$ cat config.mk
export PLATFORM = sky130hd
export DESIGN_NAME = pcls_sequencer
export DESIGN_NICKNAME = d
export VERILOG_FILES = /design/src/pcls_dummy_end.sv /design/src/pcls_pkg.sv /design/src/pcls_sequencer.sv
export SDC_FILE = /design/constraint.sdc
export NUM_CORES = 1
export LEC_CHECK = 0
export BUFFER_PORTS_ARGS = -buffer_cell sky130_fd_sc_hd__buf_2
export CAP_MARGIN = 25
export CORE_MARGIN = 1
export CORE_UTILIZATION = 31
export DETAILED_ROUTE_END_ITERATION = 10
export GPL_TIMING_DRIVEN = 0
export PLACE_DENSITY_LB_ADDON = 0.25
export SYNTH_ARGS = -nofsm -noshare
export SYNTH_HDL_FRONTEND = slang
export SYNTH_SLANG_ARGS = --single-unit
$ cat constraint.sdc
create_clock -name ref_clk_i -period 3.33 [get_ports ref_clk_i]
set_input_delay 0.666 -clock ref_clk_i [delete_from_list [all_inputs] [get_ports ref_clk_i]]
set_output_delay 0.666 -clock ref_clk_i [all_outputs]
set_load 0.02 [all_outputs]
$ cat src/pcls_dummy_end.sv
`default_nettype none
`default_nettype wire

$ cat src/pcls_pkg.sv
// pcls_pkg: constants, encodings and state layout of the config-load sequencer.
// assumes a 50 MHz reference clock; all pin-side timing is derived from it.
`default_nettype none
package pcls_pkg;
  localparam int unsigned CLK_PERIOD_NS       = 20;
  // timing figures in their own units
  localparam int unsigned T_REQ_TO_LOW_NS     = 500;
  localparam int unsigned T_STATUS_MIN_US     = 45;
  localparam int unsigned T_STATUS_MAX_US     = 230;
  localparam int unsigned T_USER_MIN_US       = 300;
  localparam int unsigned T_USER_MAX_US       = 650;
  localparam int unsigned BCLK_PERIOD_MAX_NS  = 160;
  localparam int unsigned CD2CU_PERIODS       = 4;
  localparam int unsigned AS_HALF_NS          = 80;
  // derived cycle counts
  localparam int unsigned REQ_TO_LOW_CYC  = T_REQ_TO_LOW_NS / CLK_PERIOD_NS;
  localparam int unsigned STATUS_LOW_CYC  = (T_STATUS_MIN_US * 1000 + CLK_PERIOD_NS - 1) / CLK_PERIOD_NS;
  localparam int unsigned USER_OSC_CYC    = (T_USER_MIN_US * 1000 + CLK_PERIOD_NS - 1) / CLK_PERIOD_NS;
  localparam int unsigned CD2CU_CYC       = (CD2CU_PERIODS * BCLK_PERIOD_MAX_NS + CLK_PERIOD_NS - 1) / CLK_PERIOD_NS;
  localparam int unsigned AS_HALF_CYC     = AS_HALF_NS / CLK_PERIOD_NS;
  localparam logic [15:0] STATUS_LOW_LAST = 16'(STATUS_LOW_CYC - 1);
  localparam logic [15:0] CD2CU_LAST      = 16'(CD2CU_CYC - 1);
  localparam logic [3:0]  AS_HALF_LAST    = 4'(AS_HALF_CYC - 1);
  localparam logic [1:0]  DONE_FALL_EDGES = 2'h2;
  // test port instruction codes (arbitrary values)
  localparam logic [3:0]  IR_PROGRAM      = 4'h2;
  localparam logic [3:0]  IR_BYPASS       = 4'hF;
  localparam logic [3:0]  IR_CAPTURE      = 4'h1;

  typedef enum logic [1:0] {
    PCLS_PARALLEL = 2'h0,
    PCLS_PASSIVE  = 2'h1,
    PCLS_ACTIVE   = 2'h2,
    PCLS_RSVD     = 2'h3
  } pcls_scheme_t;

  typedef enum logic [3:0] {
    PH_POR   = 4'h0,
    PH_RESET = 4'h1,
    PH_LOAD  = 4'h2,
    PH_DONE  = 4'h3,
    PH_CU    = 4'h4,
    PH_INIT  = 4'h5,
    PH_USER  = 4'h6,
    PH_ERROR = 4'h7,
    PH_JTAG  = 4'h8
  } pcls_phase_t;

  typedef enum logic [3:0] {
    TAP_RESET = 4'h0, TAP_IDLE  = 4'h1, TAP_SELDR = 4'h2, TAP_CAPDR = 4'h3,
    TAP_SHDR  = 4'h4, TAP_EX1DR = 4'h5, TAP_PSDR  = 4'h6, TAP_EX2DR = 4'h7,
    TAP_UPDR  = 4'h8, TAP_SELIR = 4'h9, TAP_CAPIR = 4'hA, TAP_SHIR  = 4'hB,
    TAP_EX1IR = 4'hC, TAP_PSIR  = 4'hD, TAP_EX2IR = 4'hE, TAP_UPIR  = 4'hF
  } pcls_tap_t;

  // pins sampled from outside the clock domain
  typedef struct packed {
    logic         req_n;
    logic         bclk;
    logic [7:0]   data;
    logic         uclk;
    logic         tck;
    logic         tms;
    logic         tdi;
    pcls_scheme_t scheme;
  } pcls_pins_t;

  // captured configuration byte
  typedef struct packed {
    logic       valid;
    logic [7:0] data;
  } pcls_byte_t;

  typedef struct packed {
    pcls_pins_t  s1;
    pcls_pins_t  s2;
    logic        bclk_d;
    logic        uclk_d;
    logic        tck_d;
    pcls_phase_t phase;
    logic [15:0] cnt;
    logic [15:0] bytes;
    logic [1:0]  falls;
    logic [3:0]  as_div;
    logic        as_clk;
    pcls_byte_t  byte_out;
    pcls_tap_t   tap;
    logic [3:0]  ir;
    logic [3:0]  ir_sh;
    logic        dr_sh;
    logic        tdo;
    logic        tdo_oe;
  } pcls_state_t;

  localparam pcls_state_t PCLS_STATE_RST = '0;
endpackage
`default_nettype wire

$ cat src/pcls_sequencer.sv
// pcls_sequencer: byte-wide passive load handshake, init delays and test-port precedence.
// assumes open-drain pins are resolved outside; all pins are asynchronous to ref_clk_i.
// Contract
// - user mode keeps request, status, done high
// - status held low through power-on delay
// - done stays low until load finishes
// - request low pulls done low quickly
// - request low pulls status low quickly; not while the test port holds the program code
// - status low between 45 and 230 us
// - status released within 230 us; after an error with auto-restart off it stays low
// - oscillator init reaches user mode 300-650 us
// - user clock enabled after four byte periods
// - user clock init counts required cycles
// - data bus becomes user I/O afterwards
// - test port load overrides other schemes
// - no byte clock output during test load
// - user pins tri-stated during test load
// - test data sampled on rising test clock
// - test output changes on falling edge
// - test state moves on rising edge
// - bytes captured on byte clock rising edge
// - init complete rises entering user mode
// - auto-restart releases status after time-out
`default_nettype none
module pcls_sequencer #(
  parameter logic [15:0] LOAD_BYTES      = 16'h0100,
  parameter logic [15:0] USER_OSC_LAST   = 16'(pcls_pkg::USER_OSC_CYC - 1),
  parameter logic [15:0] INIT_UCLK_EDGES = 16'h0C00
) (
  // clock and reset
  input  wire logic                  ref_clk_i,
  input  wire logic                  reset_n_i,
  // load handshake pins
  input  wire logic                  config_request_n_i,
  input  wire logic                  config_byte_clock_i,
  output logic                       config_byte_clock_o,
  output logic                       config_byte_clock_oe_o,
  input  wire logic [7:0]            config_data_bus_i,
  output logic                       status_error_n_o,
  output logic                       status_error_n_oe_o,
  output logic                       load_complete_o,
  output logic                       load_complete_oe_o,
  output logic                       init_complete_o,
  output logic                       init_complete_oe_o,
  // options and init clock
  input  wire pcls_pkg::pcls_scheme_t scheme_select_i,
  input  wire logic                  user_init_clock_i,
  input  wire logic                  init_clock_select_i,
  input  wire logic                  auto_restart_i,
  input  wire logic                  dual_purpose_drive_i,
  input  wire logic                  config_error_i,
  // captured bytes and user mode
  output pcls_pkg::pcls_byte_t       config_byte_o,
  output logic                       user_mode_o,
  output logic                       user_io_enable_o,
  output logic                       config_data_bus_oe_o,
  // test port
  input  wire logic                  tck_i,
  input  wire logic                  tms_i,
  input  wire logic                  tdi_i,
  output logic                       tdo_o,
  output logic                       tdo_oe_o
);
  import pcls_pkg::*;

  pcls_state_t state_reg;
  pcls_state_t state_next;

  function automatic pcls_tap_t tap_step(input pcls_tap_t s, input logic tms);
    pcls_tap_t t;
    t = TAP_RESET;
    case (s)
      TAP_RESET: t = tms ? TAP_RESET : TAP_IDLE;
      TAP_IDLE:  t = tms ? TAP_SELDR : TAP_IDLE;
      TAP_SELDR: t = tms ? TAP_SELIR : TAP_CAPDR;
      TAP_CAPDR: t = tms ? TAP_EX1DR : TAP_SHDR;
      TAP_SHDR:  t = tms ? TAP_EX1DR : TAP_SHDR;
      TAP_EX1DR: t = tms ? TAP_UPDR  : TAP_PSDR;
      TAP_PSDR:  t = tms ? TAP_EX2DR : TAP_PSDR;
      TAP_EX2DR: t = tms ? TAP_UPDR  : TAP_SHDR;
      TAP_UPDR:  t = tms ? TAP_SELDR : TAP_IDLE;
      TAP_SELIR: t = tms ? TAP_RESET : TAP_CAPIR;
      TAP_CAPIR: t = tms ? TAP_EX1IR : TAP_SHIR;
      TAP_SHIR:  t = tms ? TAP_EX1IR : TAP_SHIR;
      TAP_EX1IR: t = tms ? TAP_UPIR  : TAP_PSIR;
      TAP_PSIR:  t = tms ? TAP_EX2IR : TAP_PSIR;
      TAP_EX2IR: t = tms ? TAP_UPIR  : TAP_SHIR;
      TAP_UPIR:  t = tms ? TAP_SELDR : TAP_IDLE;
      default:   t = TAP_RESET;
    endcase
    return t;
  endfunction

  pcls_pins_t  pins;
  logic        req_low;
  logic        bclk_rise;
  logic        bclk_fall;
  logic        uclk_rise;
  logic        tck_rise;
  logic        tck_fall;
  logic        jtag_cfg;
  logic [15:0] load_target;
  logic        status_low;
  logic        done_high;

  always_comb begin
    pins.req_n  = config_request_n_i;
    pins.bclk   = config_byte_clock_i;
    pins.data   = config_data_bus_i;
    pins.uclk   = user_init_clock_i;
    pins.tck    = tck_i;
    pins.tms    = tms_i;
    pins.tdi    = tdi_i;
    pins.scheme = scheme_select_i;
  end

  always_comb begin
    state_next = state_reg;
    // two-stage synchroniser; only the second stage is used below
    state_next.s1     = pins;
    state_next.s2     = state_reg.s1;
    state_next.bclk_d = state_reg.s2.bclk;
    state_next.uclk_d = state_reg.s2.uclk;
    state_next.tck_d  = state_reg.s2.tck;
    state_next.byte_out.valid = 1'b0;

    req_low   = ~state_reg.s2.req_n;
    bclk_rise = state_reg.s2.bclk & ~state_reg.bclk_d;
    bclk_fall = ~state_reg.s2.bclk & state_reg.bclk_d;
    uclk_rise = state_reg.s2.uclk & ~state_reg.uclk_d;
    tck_rise  = state_reg.s2.tck & ~state_reg.tck_d;
    tck_fall  = ~state_reg.s2.tck & state_reg.tck_d;
    jtag_cfg  = (state_reg.ir == IR_PROGRAM);
    // parallel load finishes one byte early
    load_target = (state_reg.s2.scheme == PCLS_PARALLEL) ? LOAD_BYTES - 16'h0001 : LOAD_BYTES;

    if (tck_rise) begin
      state_next.tap = tap_step(state_reg.tap, state_reg.s2.tms);
      case (state_reg.tap)
        TAP_RESET: state_next.ir = IR_BYPASS;
        TAP_CAPIR: state_next.ir_sh = IR_CAPTURE;
        TAP_SHIR:  state_next.ir_sh = {state_reg.s2.tdi, state_reg.ir_sh[3:1]};
        TAP_CAPDR: state_next.dr_sh = 1'b0;
        TAP_SHDR:  state_next.dr_sh = state_reg.s2.tdi;
        TAP_UPIR:  state_next.ir = state_reg.ir_sh;
        default:   state_next.ir = state_reg.ir;
      endcase
    end
    if (tck_fall) begin
      state_next.tdo    = (state_reg.tap == TAP_SHIR) ? state_reg.ir_sh[0] : state_reg.dr_sh;
      state_next.tdo_oe = (state_reg.tap == TAP_SHIR) || (state_reg.tap == TAP_SHDR);
    end

    // active serial clock divider
    if (state_reg.as_div == AS_HALF_LAST) begin
      state_next.as_div = 4'h0;
      state_next.as_clk = ~state_reg.as_clk;
    end else begin
      state_next.as_div = state_reg.as_div + 4'h1;
    end

    case (state_reg.phase)
      PH_POR: begin
        if (state_reg.cnt != STATUS_LOW_LAST) begin
          state_next.cnt = state_reg.cnt + 16'h0001;
        end else if (!req_low) begin
          state_next.phase = PH_LOAD;
          state_next.cnt   = 16'h0000;
          state_next.bytes = 16'h0000;
        end
      end
      // status low pulse, stretched by host
      PH_RESET: begin
        if (req_low) begin
          state_next.cnt = 16'h0000;
        end else if (state_reg.cnt != STATUS_LOW_LAST) begin
          state_next.cnt = state_reg.cnt + 16'h0001;
        end else begin
          state_next.phase = PH_LOAD;
          state_next.cnt   = 16'h0000;
          state_next.bytes = 16'h0000;
        end
      end
      PH_LOAD: begin
        if (config_error_i) begin
          state_next.phase = PH_ERROR;
          state_next.cnt   = 16'h0000;
        end else if (bclk_rise) begin
          state_next.byte_out.valid = 1'b1;
          state_next.byte_out.data  = state_reg.s2.data;
          state_next.bytes          = state_reg.bytes + 16'h0001;
          if (state_reg.bytes + 16'h0001 >= load_target) begin
            state_next.phase = PH_DONE;
            state_next.falls = 2'h0;
          end
        end
      end
      PH_DONE: begin
        if (bclk_fall) begin
          state_next.falls = state_reg.falls + 2'h1;
          if (state_reg.falls + 2'h1 == DONE_FALL_EDGES) begin
            state_next.phase = PH_CU;
            state_next.cnt   = 16'h0000;
          end
        end
      end
      PH_CU: begin
        if (!init_clock_select_i) begin
          state_next.phase = PH_INIT;
        end else if (state_reg.cnt != CD2CU_LAST) begin
          state_next.cnt = state_reg.cnt + 16'h0001;
        end else begin
          state_next.phase = PH_INIT;
          state_next.cnt   = 16'h0000;
        end
      end
      PH_INIT: begin
        if (init_clock_select_i) begin
          if (uclk_rise) begin
            state_next.cnt = state_reg.cnt + 16'h0001;
            if (state_reg.cnt + 16'h0001 == INIT_UCLK_EDGES) begin
              state_next.phase = PH_USER;
            end
          end
        end else if (state_reg.cnt != USER_OSC_LAST) begin
          state_next.cnt = state_reg.cnt + 16'h0001;
        end else begin
          state_next.phase = PH_USER;
        end
      end
      PH_USER: begin
        state_next.cnt = 16'h0000;
      end
      PH_ERROR: begin
        if (auto_restart_i) begin
          if (state_reg.cnt != STATUS_LOW_LAST) begin
            state_next.cnt = state_reg.cnt + 16'h0001;
          end else begin
            state_next.phase = PH_LOAD;
            state_next.cnt   = 16'h0000;
            state_next.bytes = 16'h0000;
          end
        end
      end
      PH_JTAG: begin
        if (!jtag_cfg) begin
          state_next.phase = PH_DONE;
          state_next.falls = DONE_FALL_EDGES - 2'h1;
        end
      end
      default: begin
        state_next.phase = PH_POR;
        state_next.cnt   = 16'h0000;
      end
    endcase

    if (req_low && (state_reg.phase != PH_POR) && (state_reg.phase != PH_JTAG)) begin
      state_next.phase = PH_RESET;
      state_next.cnt   = 16'h0000;
    end
    if (jtag_cfg && (state_reg.phase != PH_POR)) begin
      state_next.phase = PH_JTAG;
    end
  end

  always_ff @(posedge ref_clk_i or negedge reset_n_i) begin
    if (!reset_n_i) begin
      state_reg <= PCLS_STATE_RST;
    end else begin
      state_reg <= state_next;
    end
  end

  assign status_low = (state_reg.phase == PH_POR) || (state_reg.phase == PH_RESET)
                   || (state_reg.phase == PH_ERROR);
  assign done_high  = (state_reg.phase == PH_DONE) || (state_reg.phase == PH_CU)
                   || (state_reg.phase == PH_INIT) || (state_reg.phase == PH_USER);

  // open-drain lines: low when enabled, released otherwise
  assign status_error_n_o    = 1'b0;
  assign status_error_n_oe_o = status_low;
  assign load_complete_o     = 1'b0;
  // done pulled low outside done phases
  assign load_complete_oe_o  = ~done_high;
  assign init_complete_o     = 1'b0;
  assign init_complete_oe_o  = (state_reg.phase != PH_USER);

  // no clock drive during test load
  assign config_byte_clock_o    = state_reg.as_clk;
  assign config_byte_clock_oe_o = (state_reg.s2.scheme == PCLS_ACTIVE) && (state_reg.phase == PH_LOAD)
                                  && !jtag_cfg;

  assign config_byte_o = state_reg.byte_out;
  assign user_mode_o   = (state_reg.phase == PH_USER);
  // user pins tri-stated in test load
  assign user_io_enable_o     = (state_reg.phase == PH_USER) && !jtag_cfg;
  assign config_data_bus_oe_o = user_io_enable_o && dual_purpose_drive_i;

  assign tdo_o    = state_reg.tdo;
  assign tdo_oe_o = state_reg.tdo_oe;
endmodule
`default_nettype wire

==> metrics.yaml <==
clock_network:
  numClockSinks: 102
  cts_setup_buffers: 0
  cts_tree: "done"
  cts_hold_buffers: 0
  clk_pin_slew_ns: 0.08
  clk_latency_ns: 0.36
  cts_resized: 0
  cts_buffer_depth: 2
  cts_buffers: 9
  cts_root_buffer: "clkbuf_16"
  htreeDepth: 3
worst_setup_path:
  rr_endpoint: "state_reg[63]"
  critPathKind: "reg2reg"
  endpoint_kind: "flop"
  r2r-start: "state_reg[31]"
  crit_arrival_ns: 3.35
  start_kind: "flop"
  rrSetupSlack_ns: 0.26
  cp.required_ns: 3.61
  worst-r2r-cell-count: 10
  cp_max_fo: 7
grt:
  grt_max_degree: 66
  track_usage: 0.146
  grt_pass1_wl_um: 21100
  grt-ovfl-total: 0
  antenna_found_initial: 0
  grt_pass1_vias: 4141
finish:
  instances_no_fill: 876
  multi_input_area_um2: 2580
  largest_reg_flops: 71
  n_fill_cell: 1750
  final_area_um2: 6280
  regArea_um2: 2550
  drive_above_1_share: 0.163
  antennaDiodeCount: 0
  nets: 682
  area_delta_synth_final_pct: 15.0
timing:
  maxSlewViolCount: 0
  final-setup-viol-count: 0
  period_minus_slack_ns: 3.07
  slew_headroom: 0.495
  fmax_ghz: 0.325
  rsz0062_at_grt: "false"
  post-route-period-util: 0.923
  hold_violations: 0
  fin_worst_skew_ns: 0.0117
  worst_pin_slew_ns: 0.751
  fin_tns_setup_ns: 0
routing:
  via_per_inst: 5.08
  antenna_left: 0
  dr.pass1.iters: 5
  first_iter_violations: 289
  routed_wl_um: 12500
  drc: 0
  routedWlPerCell_um: 14.3
  vias: 4447
placed_design:
  port_buffers: 40
  placed_area_um2: 5990
  gp_congestion: 0.901
  dp_cells: 860
  post-dp-hpwl_um: 8920
power_and_ir_drop:
  cellLeakagePower_uw: 0.00272
  powerDensity_nw_per_um2: 638
  p_sw_frac: 0.382
  irDropWorstVdd_uv: 343
  clockPowerShare: 0.256
  intPower_uw: 2470
  p_seq_frac: 0.376
  pwr-share-comb: 0.368
  switchingPower_uw: 1530
yosys:
  yosysSeqAreaShare: 0.468
  synth_top_cell_by_area: "dfrtp_1"
  synth_edf_count: 0
  netlist_instances: 591
  synthFlopType: "dfrtp_1"
  syn-cell-area_um2: 5460
  synth_top_area_share: 0.468
  yosys_warnings: 0
  synth.most_common_cell: "dfrtp_1"
  avgSynthCellArea_um2: 9.23
  ys_ff_latch: 102
  ys_async_sr_fraction: 1.00
  synthTopCellsByArea: "dfrtp_1, nand2_1, o21ai_0"
  synth_cell_types: 69
  ys_top_cells_by_count: "dfrtp_1, nand2_1, o21ai_0"
floorplanning:
  die_area_um2: 18100
  die_w_um: 135
  die_h_um: 135
  rows: 48
  start_util: 0.317
  core_area_um2: 17200
  io-pin-count: 44
run_status:
  status: "completed"
worst_hold_path:
  hold_path.class: "in2async"
run:
  maxCapViolCount: 0
placed cells by master, fill, tap and decap left out, types with 16 or more instances in the layout:
cell      Yosys  routed
o21ai_0      51      51
a21oi_1      27      27
dfrtp_1     102     102
nand3_1      28      28
buf_2         8      47
nor3_1       16      16
buf_4        17      18
clkbuf_1     18      19
inv_1        17      17
nor2_1       44      44
nand2_1      71      71
power groups by stage:
stage	clock network, uW	logic, uW	registers, uW
CTS	1070	1480	1500
global route	1120	1630	1530
floorplan	0	1080	1510
detailed placement	0	1470	1530
global placement	0	1450	1520
finish	1020	1470	1500
how the worst max path moves through the flow:
stage	startpoint	to	slack [ns]
2_1_floorplan	state_reg[31]	state_reg[63]	0.78
3_3_place_gp	state_reg[31]	state_reg[63]	0.41
3_5_place_dp	state_reg[31]	state_reg[63]	0.35
4_1_cts	state_reg[63]	config_byte_clock_oe_o	0.31
5_1_grt	state_reg[31]	state_reg[63]	0.05
6_report	state_reg[31]	state_reg[63]	0.26
critical path, cell delays in order, from the launching register on:
cell	delay (ns)
dfrtp_1	0.46
ha_1	0.29
nand3_1	0.25
nor2_1	0.38
xnor2_1	0.14
ha_1	0.21
a2111oi_0	0.44
o2111ai_1	0.24
a21o_1	0.25
a21oi_2	0.15
mux2i_1	0.19
kinds of logic after synthesis:
family	count (synthesis)	share of synthesized area
AO/OA/AOI/OAI	150	0.183
XOR/XNOR	16	0.0257
adder cells (fa/ha/maj)	14	0.0321
buffers and inverters	66	0.0610
flip-flops	102	0.468
multiplexers	6	0.0115
other	1	0.000687
AND/OR/NAND/NOR	236	0.218
area by class of cell:
type / count / share of cell area
buffer: 47 / 0.0413
sequential: 102 / 0.407
multi-input combinational: 425 / 0.411
timing repair buffer: 42 / 0.0385
inverter: 19 / 0.0118
tap: 225 / 0.0449
clock inverter: 6 / 0.00957
clock buffer: 10 / 0.0365
per-stage QoR:
stage                     total power (uW)  hold WS [ns]   util  setup WS [ns]
after floorplan                       2590         0.331      -          0.778
after global placement                2970         0.333  0.345          0.413
after detailed placement              3000         0.335  0.347          0.350
after CTS                             4050         0.310  0.364          0.306
after global routing                  4270         0.338  0.364         0.0537
final                                 4000         0.296  0.364          0.257
metal layers:
metal,global-route usage,share of wire
met2,0.220,0.44
met3,0.0214,0.040
met5,0,0
met1,0.212,0.50
met4,0.0556,0.015
(Power assumes the default switching activity.)
